`src/vpw_pkg.sv`:
```
// package for the vpw symbol and crc codec: times, counts, register map, crc step
// assumes a 40 MHz core clock and word-wide ahb-lite register access
package vpw_pkg;

   // ************************************************************
   // clock and symbol times (microseconds, nominal at 10.4 kbps)
   // ************************************************************
   localparam int unsigned CLK_MHZ = 40;
   localparam int unsigned T_SHORT_US = 64;
   localparam int unsigned T_LONG_US = 128;
   localparam int unsigned T_SOF_US = 200;
   localparam int unsigned T_EOD_US = 200;
   localparam int unsigned T_EOF_EXTRA_US = 80;
   localparam int unsigned T_EOF_US = T_EOD_US + T_EOF_EXTRA_US;
   localparam int unsigned T_IFS_SEP_US = 20;
   localparam int unsigned T_IFS_US = T_EOF_US + T_IFS_SEP_US;
   localparam int unsigned T_BREAK_US = 240;
   // receive windows abut: one window's maximum is the next one's minimum
   localparam int unsigned T_BIT_MIN_US = 34;
   localparam int unsigned T_BIT_MID_US = 96;
   localparam int unsigned T_BIT_MAX_US = 164;
   localparam int unsigned CNT_W = 16;
   localparam logic [7:0] RESYNC_CYC = 8'h68;

   // ************************************************************
   // crc
   // ************************************************************
   localparam logic [7:0] CRC_POLY = 8'h1D;
   localparam logic [7:0] CRC_INIT = 8'hFF;
   localparam logic [7:0] CRC_RESIDUE = 8'hC4;

   // ************************************************************
   // register map and fields
   // ************************************************************
   localparam logic [11:0] ADDR_CTRL = 12'h000;
   localparam logic [11:0] ADDR_STATUS = 12'h004;
   localparam logic [11:0] ADDR_DATA = 12'h008;
   localparam int unsigned CTRL_FAST = 0;
   localparam int unsigned DATA_LAST = 8;
   localparam int unsigned SV_RX_FULL = 0;
   localparam int unsigned SV_TX_EMPTY = 1;
   localparam int unsigned SV_EOF = 2;
   localparam int unsigned SV_CRC_ERR = 3;
   localparam int unsigned SV_INVALID = 4;
   localparam int unsigned SV_TX_ERR = 5;
   localparam int unsigned SV_IDLE = 6;
   localparam int unsigned SV_TX_BUSY = 7;
   localparam logic [7:0] SV_STICKY = 8'h3D;

   typedef enum logic [1:0] {TX_IDLE, TX_SOF, TX_BIT} vpw_tx_type;

   function automatic logic [7:0] vpw_crc_bit(input logic [7:0] crc, input logic din);
      vpw_crc_bit = {crc[6:0], 1'b0} ^ ((crc[7] ^ din) ? CRC_POLY : 8'h00);
   endfunction : vpw_crc_bit

endpackage : vpw_pkg

```
`src/vpw_symbol_crc_codec.sv`:
```
// vpw symbol encoder/decoder with frame check, behind an ahb-lite register slave
// assumes rx_i is the filtered receive line from the transceiver, high = active
// How it works
// - frame check uses x^8+x^4+x^3+x^2+1 serially over bytes after start-of-frame
// - remainder preset to all ones at the start of every sent or received frame
// - after last data byte send inverted remainder, most significant bit first
// - receive residue over data and check byte must be C4, else crc error
// - 200 us passive after a falling edge is end-of-data, no flag
// - passive reaching 280 us is end-of-frame and sets its flag
// - nobody starts a frame before 300 us passive total
// - rising edge while waiting resyncs; write within 104 clocks still sends
// - resynchronise to any start-of-frame that begins during separation
// - never drive a break; only detect one
// - break while sending is a transmit error and releases the bus
// - break while receiving sets invalid symbol and drops the frame
// - break while receiving also clears fast receive enable
// - passive over 300 us is idle; sending may start at once
// - each bit has one transition, levels alternate, 64 or 128 us
// - zero is 64 us passive or 128 us active
// - one is 128 us passive or 64 us active
// - 200 us active start-of-frame so each byte begins passive
// - active period of 240 us or more is a break
// - with no response, 80 us more after end-of-data completes the frame
// - receive resolves to one clock, four clocks at quad speed; windows abut without gaps
// - send at least one data byte plus check byte, msb first
// - pending send starts at a rising edge after a valid end-of-frame
//
// Chosen here: the register offsets and the AHB-Lite slave port.
`timescale 1ns/100ps
module vpw_symbol_crc_codec
   import vpw_pkg::*;
#(
   parameter logic [CNT_W-1:0] SHORT_CYC = CNT_W'(T_SHORT_US * CLK_MHZ),
   parameter logic [CNT_W-1:0] LONG_CYC = CNT_W'(T_LONG_US * CLK_MHZ),
   parameter logic [CNT_W-1:0] SOF_CYC = CNT_W'(T_SOF_US * CLK_MHZ),
   parameter logic [CNT_W-1:0] EOD_CYC = CNT_W'(T_EOD_US * CLK_MHZ),
   parameter logic [CNT_W-1:0] EOF_CYC = CNT_W'(T_EOF_US * CLK_MHZ),
   parameter logic [CNT_W-1:0] IFS_CYC = CNT_W'(T_IFS_US * CLK_MHZ),
   parameter logic [CNT_W-1:0] BREAK_CYC = CNT_W'(T_BREAK_US * CLK_MHZ),
   parameter logic [CNT_W-1:0] MIN_CYC = CNT_W'(T_BIT_MIN_US * CLK_MHZ),
   parameter logic [CNT_W-1:0] MID_CYC = CNT_W'(T_BIT_MID_US * CLK_MHZ),
   parameter logic [CNT_W-1:0] MAX_CYC = CNT_W'(T_BIT_MAX_US * CLK_MHZ)
)
(
   input wire logic core_clk_i,
   input wire logic reset_i,
   input wire logic hsel_i,
   input wire logic [31:0] haddr_i,
   input wire logic [1:0] htrans_i,
   input wire logic hwrite_i,
   input wire logic [2:0] hsize_i,
   input wire logic [31:0] hwdata_i,
   input wire logic hready_i,
   output logic hreadyout_o,
   output logic hresp_o,
   output logic [31:0] hrdata_o,
   input wire logic rx_i,
   output logic tx_o
);

   // ************************************************************
   // bus slave
   // ************************************************************
   logic acc_ph;
   logic wr_pend_q;
   logic [11:0] wr_addr_q;
   logic [31:0] hrdata_q;
   logic wr_ctrl, wr_status, wr_data, rd_data;
   logic fast_q;
   logic [7:0] sv_q, sv_set, sv_clr, sv_rd;
   logic [7:0] rx_data_q;
   logic tx_pend_q;
   vpw_tx_type tx_st_q;

   // only whole-word single transfers are issued, so hsize needs no decode
   assign acc_ph = hsel_i && htrans_i[1] && hready_i;
   assign hreadyout_o = 1'b1;
   assign hresp_o = 1'b0;
   assign hrdata_o = hrdata_q;
   assign wr_ctrl = wr_pend_q && (wr_addr_q == ADDR_CTRL);
   assign wr_status = wr_pend_q && (wr_addr_q == ADDR_STATUS);
   assign wr_data = wr_pend_q && (wr_addr_q == ADDR_DATA);
   assign rd_data = acc_ph && !hwrite_i && (haddr_i[11:0] == ADDR_DATA);

   always_comb
   begin
      sv_rd = sv_q & SV_STICKY;
      sv_rd[SV_TX_EMPTY] = !tx_pend_q;
      sv_rd[SV_TX_BUSY] = (tx_st_q != TX_IDLE);
      sv_rd[SV_IDLE] = 1'b0;
   end

   always_ff @(posedge core_clk_i)
   begin
      if (reset_i)
      begin
         wr_pend_q <= 1'b0;
         wr_addr_q <= 12'h000;
      end
      else
      begin
         wr_pend_q <= acc_ph && hwrite_i;
         wr_addr_q <= haddr_i[11:0];
      end
   end

   logic bus_idle;

   // read data is captured in the address phase so the data phase needs no wait
   always_ff @(posedge core_clk_i)
   begin
      if (reset_i)
         hrdata_q <= 32'h0000_0000;
      else if (acc_ph && !hwrite_i)
      begin
         unique case (haddr_i[11:0])
            ADDR_CTRL: hrdata_q <= {31'h0000_0000, fast_q};
            ADDR_STATUS: hrdata_q <= {24'h00_0000, sv_rd[7], bus_idle, sv_rd[5:0]};
            ADDR_DATA: hrdata_q <= {24'h00_0000, rx_data_q};
            default: hrdata_q <= 32'h0000_0000;
         endcase
      end
   end

   // ************************************************************
   // receive: synchroniser, duration counter, classification
   // ************************************************************
   logic rx_s1_q, rx_s2_q, rx_lvl_q;
   logic [CNT_W-1:0] rx_cnt_q, rx_step;
   logic edge_det, rise, act_end, pas_end;
   logic in_frame_q, eof_wait_q, eof_seen_q, brk_q;
   logic [7:0] rx_sh_q, rx_crc_q;
   logic [2:0] rx_bits_q;
   logic sof_evt, bit_evt, bit_val, bad_evt, eod_evt, eof_evt, brk_evt;
   logic cnt_bit_ok;

   always_ff @(posedge core_clk_i)
   begin
      if (reset_i)
      begin
         rx_s1_q <= 1'b0;
         rx_s2_q <= 1'b0;
         rx_lvl_q <= 1'b0;
      end
      else
      begin
         rx_s1_q <= rx_i;
         rx_s2_q <= rx_s1_q;
         rx_lvl_q <= rx_s2_q;
      end
   end

   assign edge_det = rx_s2_q != rx_lvl_q;
   assign rise = edge_det && rx_s2_q;
   assign act_end = edge_det && rx_lvl_q;
   assign pas_end = edge_det && !rx_lvl_q;
   // quad speed counts four per clock so every window shrinks by four
   assign rx_step = fast_q ? CNT_W'(4) : CNT_W'(1);
   assign cnt_bit_ok = (rx_cnt_q >= MIN_CYC) && (rx_cnt_q < MAX_CYC);
   // edges during separation simply restart the count: this is the resync
   assign sof_evt = act_end && (rx_cnt_q >= MAX_CYC) && (rx_cnt_q < BREAK_CYC);
   assign bit_evt = in_frame_q && edge_det && cnt_bit_ok;
   // passive: long is one; active: short is one
   assign bit_val = rx_lvl_q ? (rx_cnt_q < MID_CYC) : (rx_cnt_q >= MID_CYC);
   assign bad_evt = in_frame_q && ((edge_det && (rx_cnt_q < MIN_CYC)) ||
                                   (pas_end && (rx_cnt_q >= MAX_CYC)));
   assign eod_evt = in_frame_q && !rx_s2_q && !edge_det && (rx_cnt_q >= EOD_CYC);
   assign eof_evt = eof_wait_q && !rx_s2_q && !edge_det && (rx_cnt_q >= EOF_CYC);
   assign brk_evt = rx_s2_q && !edge_det && !brk_q && (rx_cnt_q >= BREAK_CYC);
   assign bus_idle = !rx_s2_q && (rx_cnt_q >= IFS_CYC);

   always_ff @(posedge core_clk_i)
   begin
      if (reset_i)
         rx_cnt_q <= '0;
      else if (edge_det)
         rx_cnt_q <= rx_step;
      else if (rx_cnt_q <= IFS_CYC)
         rx_cnt_q <= rx_cnt_q + rx_step;
   end

   always_ff @(posedge core_clk_i)
   begin
      if (reset_i)
      begin
         in_frame_q <= 1'b0;
         eof_wait_q <= 1'b0;
         brk_q <= 1'b0;
         rx_bits_q <= 3'h0;
         rx_sh_q <= 8'h00;
         rx_crc_q <= CRC_INIT;
         rx_data_q <= 8'h00;
      end
      else
      begin
         brk_q <= brk_evt || (brk_q && !edge_det);
         if (sof_evt)
         begin
            in_frame_q <= 1'b1;
            eof_wait_q <= 1'b0;
            rx_bits_q <= 3'h0;
            rx_crc_q <= CRC_INIT;
         end
         else if (bad_evt || (brk_evt && in_frame_q))
            in_frame_q <= 1'b0;
         else if (eod_evt)
         begin
            in_frame_q <= 1'b0;
            eof_wait_q <= 1'b1;
         end
         else if (bit_evt)
         begin
            rx_crc_q <= vpw_crc_bit(rx_crc_q, bit_val);
            rx_sh_q <= {rx_sh_q[6:0], bit_val};
            rx_bits_q <= rx_bits_q + 3'h1;
            if (rx_bits_q == 3'h7)
               rx_data_q <= {rx_sh_q[6:0], bit_val};
         end
         if (eof_evt || edge_det)
            eof_wait_q <= 1'b0;
      end
   end

   // ************************************************************
   // end-of-frame memory and resync window for a pending send
   // ************************************************************
   logic [7:0] since_rise_q;
   logic win_open;

   always_ff @(posedge core_clk_i)
   begin
      if (reset_i)
      begin
         eof_seen_q <= 1'b0;
         since_rise_q <= 8'hFF;
      end
      else
      begin
         if (eof_evt)
            eof_seen_q <= 1'b1;
         else if (since_rise_q > RESYNC_CYC && since_rise_q != 8'hFF)
            eof_seen_q <= 1'b0;
         if (rise)
            since_rise_q <= 8'h00;
         else if (since_rise_q != 8'hFF)
            since_rise_q <= since_rise_q + 8'h01;
      end
   end

   // a start is allowed on the rising edge itself or up to 105 clocks after it
   assign win_open = eof_seen_q && (rise || (since_rise_q <= RESYNC_CYC));

   // ************************************************************
   // status flags and control
   // ************************************************************
   always_comb
   begin
      sv_set = 8'h00;
      sv_set[SV_RX_FULL] = bit_evt && !sof_evt && (rx_bits_q == 3'h7);
      sv_set[SV_EOF] = eof_evt;
      sv_set[SV_CRC_ERR] = eod_evt && (rx_crc_q != CRC_RESIDUE);
      sv_set[SV_INVALID] = bad_evt || (brk_evt && in_frame_q) ||
                           (eod_evt && (rx_bits_q != 3'h0));
      sv_set[SV_TX_ERR] = 1'b0;
      sv_clr = wr_status ? hwdata_i[7:0] : 8'h00;
      sv_clr[SV_RX_FULL] = rd_data;
   end

   logic tx_err_set;

   // a hardware event in the same cycle as a clear keeps its flag set
   always_ff @(posedge core_clk_i)
   begin
      if (reset_i)
         sv_q <= 8'h00;
      else
      begin
         sv_q <= ((sv_q & ~sv_clr) | sv_set) & SV_STICKY;
         if (tx_err_set)
            sv_q[SV_TX_ERR] <= 1'b1;
      end
   end

   // the break exit wins over a software write to the same bit
   always_ff @(posedge core_clk_i)
   begin
      if (reset_i)
         fast_q <= 1'b0;
      else if (brk_evt && in_frame_q)
         fast_q <= 1'b0;
      else if (wr_ctrl)
         fast_q <= hwdata_i[CTRL_FAST];
   end

   // ************************************************************
   // transmit
   // ************************************************************
   logic [7:0] tx_buf_q, tx_sh_q, tx_crc_q, crc_n;
   logic tx_buf_last_q, tx_last_q, tx_chk_q, tx_lvl_q, tx_q, tx_load;
   logic [2:0] tx_bit_q;
   logic [CNT_W-1:0] tx_cnt_q, tx_tgt;
   logic tx_start, bit_end;

   assign tx_o = tx_q;
   // msb goes first; long pulse when bit and level differ from passive zero
   assign tx_tgt = (tx_sh_q[7] ^ tx_lvl_q) ? LONG_CYC : SHORT_CYC;
   assign bit_end = (tx_st_q == TX_BIT) && ((tx_cnt_q + CNT_W'(1)) >= tx_tgt);
   assign crc_n = tx_chk_q ? tx_crc_q : vpw_crc_bit(tx_crc_q, tx_sh_q[7]);
   assign tx_start = tx_pend_q && (tx_st_q == TX_IDLE) && (bus_idle || win_open);
   assign tx_load = bit_end && (tx_bit_q == 3'h0) && !tx_chk_q && !tx_last_q && tx_pend_q;
   assign tx_err_set = ((tx_st_q != TX_IDLE) && brk_evt) ||
                       (bit_end && (tx_bit_q == 3'h0) && !tx_chk_q && !tx_last_q && !tx_pend_q);

   always_ff @(posedge core_clk_i)
   begin
      if (reset_i)
      begin
         tx_pend_q <= 1'b0;
         tx_buf_q <= 8'h00;
         tx_buf_last_q <= 1'b0;
      end
      else if (wr_data)
      begin
         tx_pend_q <= 1'b1;
         tx_buf_q <= hwdata_i[7:0];
         tx_buf_last_q <= hwdata_i[DATA_LAST];
      end
      else if (tx_start || tx_load)
         tx_pend_q <= 1'b0;
   end

   always_ff @(posedge core_clk_i)
   begin
      if (reset_i)
      begin
         tx_st_q <= TX_IDLE;
         tx_q <= 1'b0;
         tx_cnt_q <= '0;
         tx_sh_q <= 8'h00;
         tx_bit_q <= 3'h7;
         tx_crc_q <= CRC_INIT;
         tx_lvl_q <= 1'b0;
         tx_last_q <= 1'b0;
         tx_chk_q <= 1'b0;
      end
      else if ((tx_st_q != TX_IDLE) && brk_evt)
      begin
         tx_st_q <= TX_IDLE;
         tx_q <= 1'b0;
      end
      else
      begin
         unique case (tx_st_q)
            TX_IDLE:
            begin
               if (tx_start)
               begin
                  tx_st_q <= TX_SOF;
                  tx_q <= 1'b1;
                  // align with a start-of-frame another node already began
                  tx_cnt_q <= (bus_idle || rise) ? '0 : CNT_W'(since_rise_q);
                  tx_sh_q <= tx_buf_q;
                  tx_last_q <= tx_buf_last_q;
                  tx_crc_q <= CRC_INIT;
                  tx_chk_q <= 1'b0;
                  tx_bit_q <= 3'h7;
               end
            end
            TX_SOF:
            begin
               // sof stays below the break length, so a break is never driven
               if ((tx_cnt_q + CNT_W'(1)) >= SOF_CYC)
               begin
                  tx_st_q <= TX_BIT;
                  tx_lvl_q <= 1'b0;
                  tx_q <= 1'b0;
                  tx_cnt_q <= '0;
               end
               else
                  tx_cnt_q <= tx_cnt_q + CNT_W'(1);
            end
            TX_BIT:
            begin
               if (bit_end)
               begin
                  tx_cnt_q <= '0;
                  tx_crc_q <= crc_n;
                  tx_bit_q <= tx_bit_q - 3'h1;
                  tx_sh_q <= {tx_sh_q[6:0], 1'b0};
                  tx_lvl_q <= !tx_lvl_q;
                  tx_q <= !tx_lvl_q;
                  if (tx_bit_q == 3'h0)
                  begin
                     // byte boundaries always return to passive, so level alternates
                     if (tx_chk_q || (!tx_last_q && !tx_pend_q))
                     begin
                        tx_st_q <= TX_IDLE;
                        tx_q <= 1'b0;
                     end
                     else if (tx_last_q)
                     begin
                        tx_sh_q <= ~crc_n;
                        tx_chk_q <= 1'b1;
                     end
                     else
                     begin
                        tx_sh_q <= tx_buf_q;
                        tx_last_q <= tx_buf_last_q;
                     end
                  end
               end
               else
                  tx_cnt_q <= tx_cnt_q + CNT_W'(1);
            end
         endcase
      end
   end

   // ************************************************************
   // assertions
   // ************************************************************
   logic [CNT_W-1:0] act_run_q;

   always_ff @(posedge core_clk_i)
   begin
      if (reset_i || !tx_q)
         act_run_q <= '0;
      else if (act_run_q != '1)
         act_run_q <= act_run_q + CNT_W'(1);
   end

   property p_no_break;
      @(posedge core_clk_i) disable iff (reset_i) act_run_q < BREAK_CYC;
   endproperty
   a_no_break: assert property (p_no_break) else $error("transmitter held active too long");

   property p_tx_preset;
      @(posedge core_clk_i) disable iff (reset_i)
         tx_start && !brk_evt |=> (tx_crc_q == CRC_INIT) && tx_q;
   endproperty
   a_tx_preset: assert property (p_tx_preset) else $error("tx crc not preset at start");

   property p_brk_tx;
      @(posedge core_clk_i) disable iff (reset_i)
         brk_evt && (tx_st_q != TX_IDLE) |=> !tx_q && (tx_st_q == TX_IDLE) && sv_q[SV_TX_ERR];
   endproperty
   a_brk_tx: assert property (p_brk_tx) else $error("break did not stop transmit");

   property p_brk_rx;
      @(posedge core_clk_i) disable iff (reset_i)
         brk_evt && in_frame_q |=> sv_q[SV_INVALID] && !in_frame_q;
   endproperty
   a_brk_rx: assert property (p_brk_rx) else $error("break did not drop frame");

   property p_brk_fast;
      @(posedge core_clk_i) disable iff (reset_i)
         brk_evt && in_frame_q && fast_q |=> !fast_q;
   endproperty
   a_brk_fast: assert property (p_brk_fast) else $error("fast receive not cleared");

   property p_crc_chk;
      @(posedge core_clk_i) disable iff (reset_i)
         eod_evt && (rx_crc_q != CRC_RESIDUE) |=> sv_q[SV_CRC_ERR];
   endproperty
   a_crc_chk: assert property (p_crc_chk) else $error("crc error not flagged");

   property p_eod_noflag;
      @(posedge core_clk_i) disable iff (reset_i)
         eod_evt && !sv_q[SV_EOF] |=> !sv_q[SV_EOF];
   endproperty
   a_eod_noflag: assert property (p_eod_noflag) else $error("flag set on end-of-data");

   property p_eof;
      @(posedge core_clk_i) disable iff (reset_i)
         eof_evt |=> sv_q[SV_EOF] && eof_seen_q;
   endproperty
   a_eof: assert property (p_eof) else $error("end-of-frame not flagged");

   property p_sof_passive;
      @(posedge core_clk_i) disable iff (reset_i)
         (tx_st_q == TX_SOF) && !brk_evt ##1 (tx_st_q == TX_BIT) |-> !tx_q && !tx_lvl_q;
   endproperty
   a_sof_passive: assert property (p_sof_passive) else $error("first bit not passive");

   property p_bit_len;
      @(posedge core_clk_i) disable iff (reset_i)
         (tx_st_q == TX_BIT) && $changed(tx_q) |-> ($past(tx_cnt_q) + CNT_W'(1)) >= $past(tx_tgt);
   endproperty
   a_bit_len: assert property (p_bit_len) else $error("tx bit changed early");

   property p_start_ok;
      @(posedge core_clk_i) disable iff (reset_i)
         $rose(tx_st_q == TX_SOF) |-> $past(bus_idle) || $past(win_open);
   endproperty
   a_start_ok: assert property (p_start_ok) else $error("send started inside separation");

endmodule : vpw_symbol_crc_codec

```
`config.mk`:
```
export PLATFORM = sky130hd
export DESIGN_NAME = vpw_symbol_crc_codec
export DESIGN_NICKNAME = d
export VERILOG_FILES = /design/src/vpw_pkg.sv /design/src/vpw_symbol_crc_codec.sv
export SDC_FILE = /design/constraint.sdc
export NUM_CORES = 1
export LEC_CHECK = 0
export BUFFER_PORTS_ARGS = -buffer_cell sky130_fd_sc_hd__buf_2
export CAP_MARGIN = 20
export CORE_ASPECT_RATIO = 1.25
export CORE_MARGIN = 2
export CORE_UTILIZATION = 44
export DETAILED_ROUTE_END_ITERATION = 10
export HOLD_SLACK_MARGIN = 0.15
export PLACE_DENSITY = 0.66
export SLEW_MARGIN = 20
export SYNTH_ARGS = -nofsm -noshare
export SYNTH_HDL_FRONTEND = slang
export SYNTH_SLANG_ARGS = --single-unit
```
`constraint.sdc`:
```
create_clock -name core_clk_i -period 3.41 [get_ports core_clk_i]
set_input_delay 0.5115 -clock core_clk_i [delete_from_list [all_inputs] [get_ports core_clk_i]]
set_output_delay 0.5115 -clock core_clk_i [all_outputs]
set_load 0.05 [all_outputs]
```
==> results.json, run 1 <==
{
  "status": "finished clean",
  "async_reset_ff_frac": 0,
  "cts-root-buf": "clkbuf_16",
  "seq_area_frac_synth": 0.3759,
  "slew_headroom": 0.4418,
  "final_nets": 997,
  "cp-start-kind": "register",
  "drv_slew": 0,
  "cts_tree": "built",
  "io_pins": 110,
  "holdPathStages": 2,
  "numCtsBuffers": 17,
  "ys_warn_count": 0,
  "core_area_um2": 16070,
  "fin_ws_ps": 173.2,
  "antenna_found_initial": 0,
  "wl_per_cell_um": 14.20,
  "cp.arrival_ps": 3590,
  "diodes": 0,
  "holdCritStartpoint": "haddr_i[6]",
  "leakagePower_nw": 3.378,
  "holdWs_ps": 309.5,
  "grt_use_total": 0.1905,
  "power_frac_clock": 0.423,
  "fin_area_um2": 8200,
  "placedCellCount": 1095,
  "hpwl_um": 11210,
  "synth_edf_count": 0,
  "netlist_instances": 865,
  "cts_sinks": 135,
  "cp-end-kind": "register",
  "worstSkewPairLatency_ps": 430,
  "regArea_um2": 2703,
  "p_per_area_nw_per_um2": 512.8,
  "gp_congestion": 0.8404,
  "ff2ff_setup_slack_ps": 170,
  "synth_cell_type_count": 75,
  "cap_viol_max_count": 0,
  "cts-htree-levels": 4,
  "p_int_mw": 2.887,
  "grt_max_degree": 59,
  "r2r-end": "tx_pend_q",
  "die_area_um2": 17380,
  "p_switching_mw": 1.318,
  "clk_pin_slew_ps": 60,
  "power_mw": 4.205,
  "holdPathEnd": "wr_addr_q[6]",
  "p_seq_frac": 0.415,
  "postSynthAreaPerCell_um2": 8.311,
  "yosys-top-cells-area": "dfxtp_1, mux2i_1, nor2_1",
  "setup_violations": 0,
  "fin_cells": 1129,
  "grt.busiest_layer": "met2",
  "p_sw_frac": 0.3135,
  "antenna_left": 0,
  "grt_util_met1": 0.2366,
  "timing.rr.start": "tx_cnt_q[0]",
  "row_count": 52,
  "synth.top_cell.area_share": 0.3759,
  "io_buffer_count": 36,
  "crit_required_ps": 3760,
  "nFillCells": 1553,
  "grt_first_pass_wirelength_um": 27350,
  "layout_commonest_cell": "dfxtp_1",
  "dr.pass1.iters": 5,
  "vdd_drop_max_mv": 0.3440,
  "skew_ps": 8.451,
  "combPwrFrac": 0.163,
  "multiInputGateArea_um2": 4116,
  "reg2reg_depth": 13,
  "hold_path.class": "input port to register",
  "timing.final.crit_share": 0.9492,
  "die_width_um": 118.3,
  "path_max_fanout": 18,
  "final_layout_size_suffix_gt1_frac": 0.1391,
  "mostFrequentLayoutCells": "dfxtp_1, nor2_1, nand2_1",
  "wl_um": 16040,
  "finalCriticalPeriod_ps": 3237,
  "ys_seq_elements": 135,
  "area_delta_synth_final_pct": 14.06,
  "yosysTopAreaCell": "dfxtp_1",
  "worst-slew-pin-transition_ps": 833.3,
  "hold_viol": 0,
  "met2_usage": 0.3182,
  "max_freq_mhz": 309.0,
  "start_util": 0.4474,
  "grt_pass1_vias": 5782,
  "globalRouteOverflowTotal": 0,
  "dp_slack_ps": 87.22,
  "clock_path_buffers": 2,
  "num_vias": 6202,
  "crit_type": "register to register",
  "ys.flop_type": "dfxtp_1",
  "via_per_inst": 5.493,
  "placed_cell_area_um2": 7559,
  "globalRouteMet3Util": 0.03377,
  "post-route-drc-count": 0,
  "netlist_area_um2": 7189,
  "fp.dieH_um": 146.9,
  "drtIter0Drc": 278
}
-- state kept, by name, indices dropped and copies added (netlist names), 2 cells and up --
register	flops
tx_crc_q	8
sv_q	5
rx_bits_q	3
rx_data_q	8
since_rise_q	8
tx_st_q	2
tx_cnt_q	16
tx_sh_q	8
rx_crc_q	8
rx_sh_q	7
tx_buf_q	8
tx_bit_q	3
rx_cnt_q	16
hrdata_o	8
wr_addr_q	12
-- cell type report --
type                            instances  share of cell area
Clock inverter                         15             0.01816
Timing Repair Buffer                   66             0.05172
Multi-Input combinational cell        650              0.5020
Sequential cell                       135              0.3296
Tap cell                              216             0.03296
Inverter                               30             0.01373
Clock buffer                           17             0.05188
-- per-layer routing --
layer  up-vias  part of all wire
li1       3093                 -
met1      2928              0.44
met2       143              0.49
met3        38             0.036
met4         0             0.031
met5         -                 0
-- Yosys cell counts (3+ instances only) --
master and n:
dfxtp_1 135, nor2_1 99, nand2_1 64, a21oi_1 56, mux2i_1 46, nand3_1 42
o21ai_0 40, nor2b_1 31, inv_1 30, clkbuf_1 28, buf_4 26, ha_1 22
buf_2 16, xnor2_1 16, nand2b_1 15, o21bai_1 15, nand4_1 13, o211ai_1 13
nor3_1 11, a211oi_1 10, a31oi_1 8, nor4_1 8, xor2_1 8, a32oi_1 6
o22ai_1 6, and2_1 5, nor3b_1 5, nor4b_1 5, o221ai_1 5, or3_1 5
a22o_1 4, and3_1 4, o41ai_1 4, or2_2 4, or4_1 4, a311oi_1 3
a31o_2 3, buf_1 3, o2111ai_1 3
-- cell families after synthesis --
group / share of synthesized area
AND/OR/NAND/NOR: 0.2323
XOR/XNOR: 0.02924
buffers and inverters: 0.07083
flip-flops: 0.3759
AO/OA/AOI/OAI: 0.1852
multiplexers: 0.06718
adder cells (fa/ha/maj): 0.03829
other: 0.001045
-- critical path, stage by stage, from the launching register on --
cell and delay, ps:
dfxtp_1 340, buf_4 170, nand4_1 230, nor4_2 390, xor2_1 230, ha_1 250, and2_1 170, and4_1 220
o2111ai_1 180, o21ai_2 120, or2_1 260, buf_12 160, a311o_1 300, a21oi_1 140
-- worst max path at each step --
| stage | from | to | slack [ps] | cells past startpoint |
|---|---|---|---|---|
| floorplan | tx_cnt_q[0] | tx_sh_q[1] | 370 | 15 |
| global placement | tx_cnt_q[0] | tx_st_q[0] | 180 | 14 |
| detailed placement | tx_cnt_q[1] | tx_sh_q[2] | 90 | 14 |
| CTS | tx_cnt_q[1] | tx_sh_q[2] | 30 | 14 |
| global route | tx_cnt_q[0] | tx_pend_q | -30 | 13 |
| finish | tx_cnt_q[0] | tx_pend_q | 170 | 13 |
-- stage by stage --
stage	utilization	TNS (ps)
after floorplan	-	0
after global placement	0.4703	0
after detailed placement	0.4703	0
after CTS	0.5061	0
after global routing	0.5103	-74.97
final	0.5103	0
-- power groups by stage --
| stage | Clock [mW] | Sequential (mW) | Combinational, mW |
|---|---|---|---|
| after global routing | 1.88 | 1.76 | 0.768 |
| after CTS | 1.82 | 1.74 | 0.678 |
| after global placement | 0 | 1.78 | 0.664 |
| final | 1.78 | 1.74 | 0.683 |
| after detailed placement | 0 | 1.78 | 0.673 |
| after floorplan | 0 | 1.76 | 0.550 |
-- repair_timing --
item | CTS | global route
endpoints found under the setup margin | 0 | 23
hold buffers | 0 | 0
setup buffers | 0 | 2
gates resized for setup | 0 | 9
Power figures use the tool's default switching activity.
==> run 2, diff against run 1 <==
- BUFFER_PORTS_ARGS: -buffer_cell sky130_fd_sc_hd__buf_2 -> default
- DONT_BUFFER_PORTS: default -> 1
- PLACE_DENSITY: 0.66 -> 0.61
==> run 2 against run 1 <==
Register-to-register slack gained 110 ps. Via count shrank 4.8%. Core utilization shrank 1.3 points. Die area is the same. Non-clock buffer count shrank 37. Setup slack gained 110 ps. Combinational power shrank 9.8%. Critical endpoint is now tx_sh_q[2]. Largest power group unchanged.
==> results.json, run 2 (synthesis gave the netlist of run 1 again) <==
{
  "status": "finished clean",
  "start_util": 0.4474,
  "cp.arrival_ps": 3450,
  "io_buffer_count": 0,
  "grt_pass1_vias": 5456,
  "cp-end-kind": "register",
  "path_max_fanout": 14,
  "hold_path.class": "input port to register",
  "crit_required_ps": 3740,
  "die_area_um2": 17380,
  "globalRouteMet3Util": 0.03843,
  "die_width_um": 118.3,
  "grt_util_met1": 0.2431,
  "cp_cell_sequence": "and3_1 -> nand2_1 -> nor3_4 -> xor2_1 -> ha_1 -> and2_1 -> and4_1 -> o2111ai_1 -> o21ai_2 -> or2_1 -> buf_4 -> nand2_4 -> o41ai_1",
  "hpwl_um": 11030,
  "io_pins": 110,
  "core_area_um2": 16070,
  "postCtsSetupBuffers": 0,
  "antenna_found_initial": 0,
  "globalRouteOverflowTotal": 0,
  "diodes": 0,
  "fin_cells": 1091,
  "hold_viol": 0,
  "gp_congestion": 0.7979,
  "antenna_left": 0,
  "cpMaxStageDelayCell": "dfxtp_1",
  "grt_max_degree": 119,
  "cp-start-kind": "register",
  "power_mw": 4.173,
  "setup_violations": 0,
  "worstSkewPairLatency_ps": 430,
  "mostFrequentLayoutCells": "dfxtp_1, nor2_1, nand2_1",
  "grt.busiest_layer": "met2",
  "area_delta_synth_final_pct": 11.21,
  "num_vias": 5903,
  "post-route-drc-count": 0,
  "row_count": 52,
  "nFillCells": 1593,
  "crit_type": "register to register",
  "vdd_drop_max_mv": 0.3728,
  "clock_path_buffers": 2,
  "cts_tree": "built",
  "leakagePower_nw": 3.202,
  "fp.dieH_um": 146.9,
  "path_buf_inv": 1,
  "reg.largest.list": "rx_cnt_q x16, tx_cnt_q x16, wr_addr_q x12",
  "tns_ps": 0,
  "placedCellCount": 1055,
  "numCtsBuffers": 17,
  "cpPeakStageDelay_ps": 460,
  "grt_use_total": 0.1899,
  "critical_path.top_delay_family": "simple AND/OR/NAND/NOR gates",
  "dr.pass1.iters": 5,
  "worst-slew-pin-transition_ps": 913.3,
  "met2_usage": 0.3113,
  "max_freq_mhz": 319.8,
  "cap_viol_max_count": 0,
  "slew_headroom": 0.3883,
  "cts-root-buf": "clkbuf_16",
  "drtIter0Drc": 320,
  "p_per_area_nw_per_um2": 522.0,
  "finalCriticalPeriod_ps": 3127,
  "utilization": 0.4975,
  "wl_um": 16180,
  "final_layout_size_suffix_gt1_frac": 0.09257,
  "cts_sinks": 135,
  "via_per_inst": 5.411,
  "grt_first_pass_wirelength_um": 27020,
  "layout_commonest_cell": "dfxtp_1",
  "timing.final.crit_share": 0.9169,
  "skew_ps": 8.301,
  "wl_per_cell_um": 14.83,
  "rsz0062_at_grt": "no",
  "clk_pin_slew_ps": 60,
  "cts-htree-levels": 4,
  "drv_slew": 0,
  "final_nets": 960
}
run 2: changes by cell type in the layout (fill, tap and decap cells not counted), moves of 2 or more:
cell | before | now
buf_2 | 35 | 0
buf_4 | 29 | 24
bufinv_16 | 0 | 2
clkinv_4 | 0 | 5
dlygate4sd3_1 | 0 | 5
inv_6 | 6 | 3
inv_8 | 6 | 0
o41ai_1 | 1 | 3
o41ai_2 | 3 | 1
run 2: final cells by class:
| type | count | area [µm²] | share of cell area |
|---|---|---|---|
| inverter | 30 | 112.6 | 0.01408 |
| clock inverter | 13 | 147.6 | 0.01847 |
| sequential | 135 | 2704 | 0.3382 |
| tap | 216 | 270.3 | 0.03380 |
| clock buffer | 18 | 429.2 | 0.05368 |
| multi-input combinational | 650 | 4101 | 0.5130 |
| timing repair buffer | 29 | 230.2 | 0.02880 |
run 2: repair_timing:
action / CTS / global route
resized for setup: 0 / 7
endpoints found under the setup margin: 0 / 23
hold endpoints to repair: 3 / 1
hold buffers: 4 / 1
run 2: per-layer routing:
| layer | part of all wire | wire, µm |
|---|---|---|
| met5 | 0 | 0 |
| met4 | 0.023 | 366 |
| met3 | 0.040 | 646 |
| met2 | 0.48 | 7826 |
| met1 | 0.45 | 7337 |
run 2: report_power, final:
group / switching [mW] / total (mW) / leakage [nW] / internal, mW
registers: 0.102 / 1.76 / 1.10 / 1.66
clock network: 0.719 / 1.80 / 0.281 / 1.08
logic: 0.380 / 0.616 / 1.83 / 0.236
run 2: worst register-to-register path, stage by stage, from the launching register on:
cell and delay (ps):
dfxtp_1 460, and3_1 250, nand2_1 130, nor3_4 250
xor2_1 100, ha_1 300, and2_1 150, and4_1 190
o2111ai_1 140, o21ai_2 210, or2_1 150, buf_4 210
nand2_4 130, o41ai_1 360
run 2: final timing paths:
| path | start | endpoint | slack (ps) | cells past startpoint |
|---|---|---|---|---|
| worst min-delay path | reset_i | tx_cnt_q[14] | 160 | 1 |
| worst max register to register | tx_cnt_q[3] | tx_sh_q[2] | 280 | 13 |
| worst min register to register | rx_s1_q | rx_s2_q | 440 | 1 |
| worst max-delay path | tx_cnt_q[3] | tx_sh_q[2] | 280 | 13 |
run 2: per-stage QoR:
| stage | hold WS, ps | cell area, µm² | worst slack [ps] |
|---|---|---|---|
| 2_1_floorplan | 413.8 | 7279 | 370.1 |
| 3_5_place_dp | 427.0 | 7333 | 61.26 |
| 5_1_grt | 158.5 | 7995 | 7.437 |
| 6_report | 158.3 | 7995 | 283.3 |
| 3_3_place_gp | 431.2 | 7333 | 129.9 |
| 4_1_cts | 150.7 | 7950 | 29.52 |
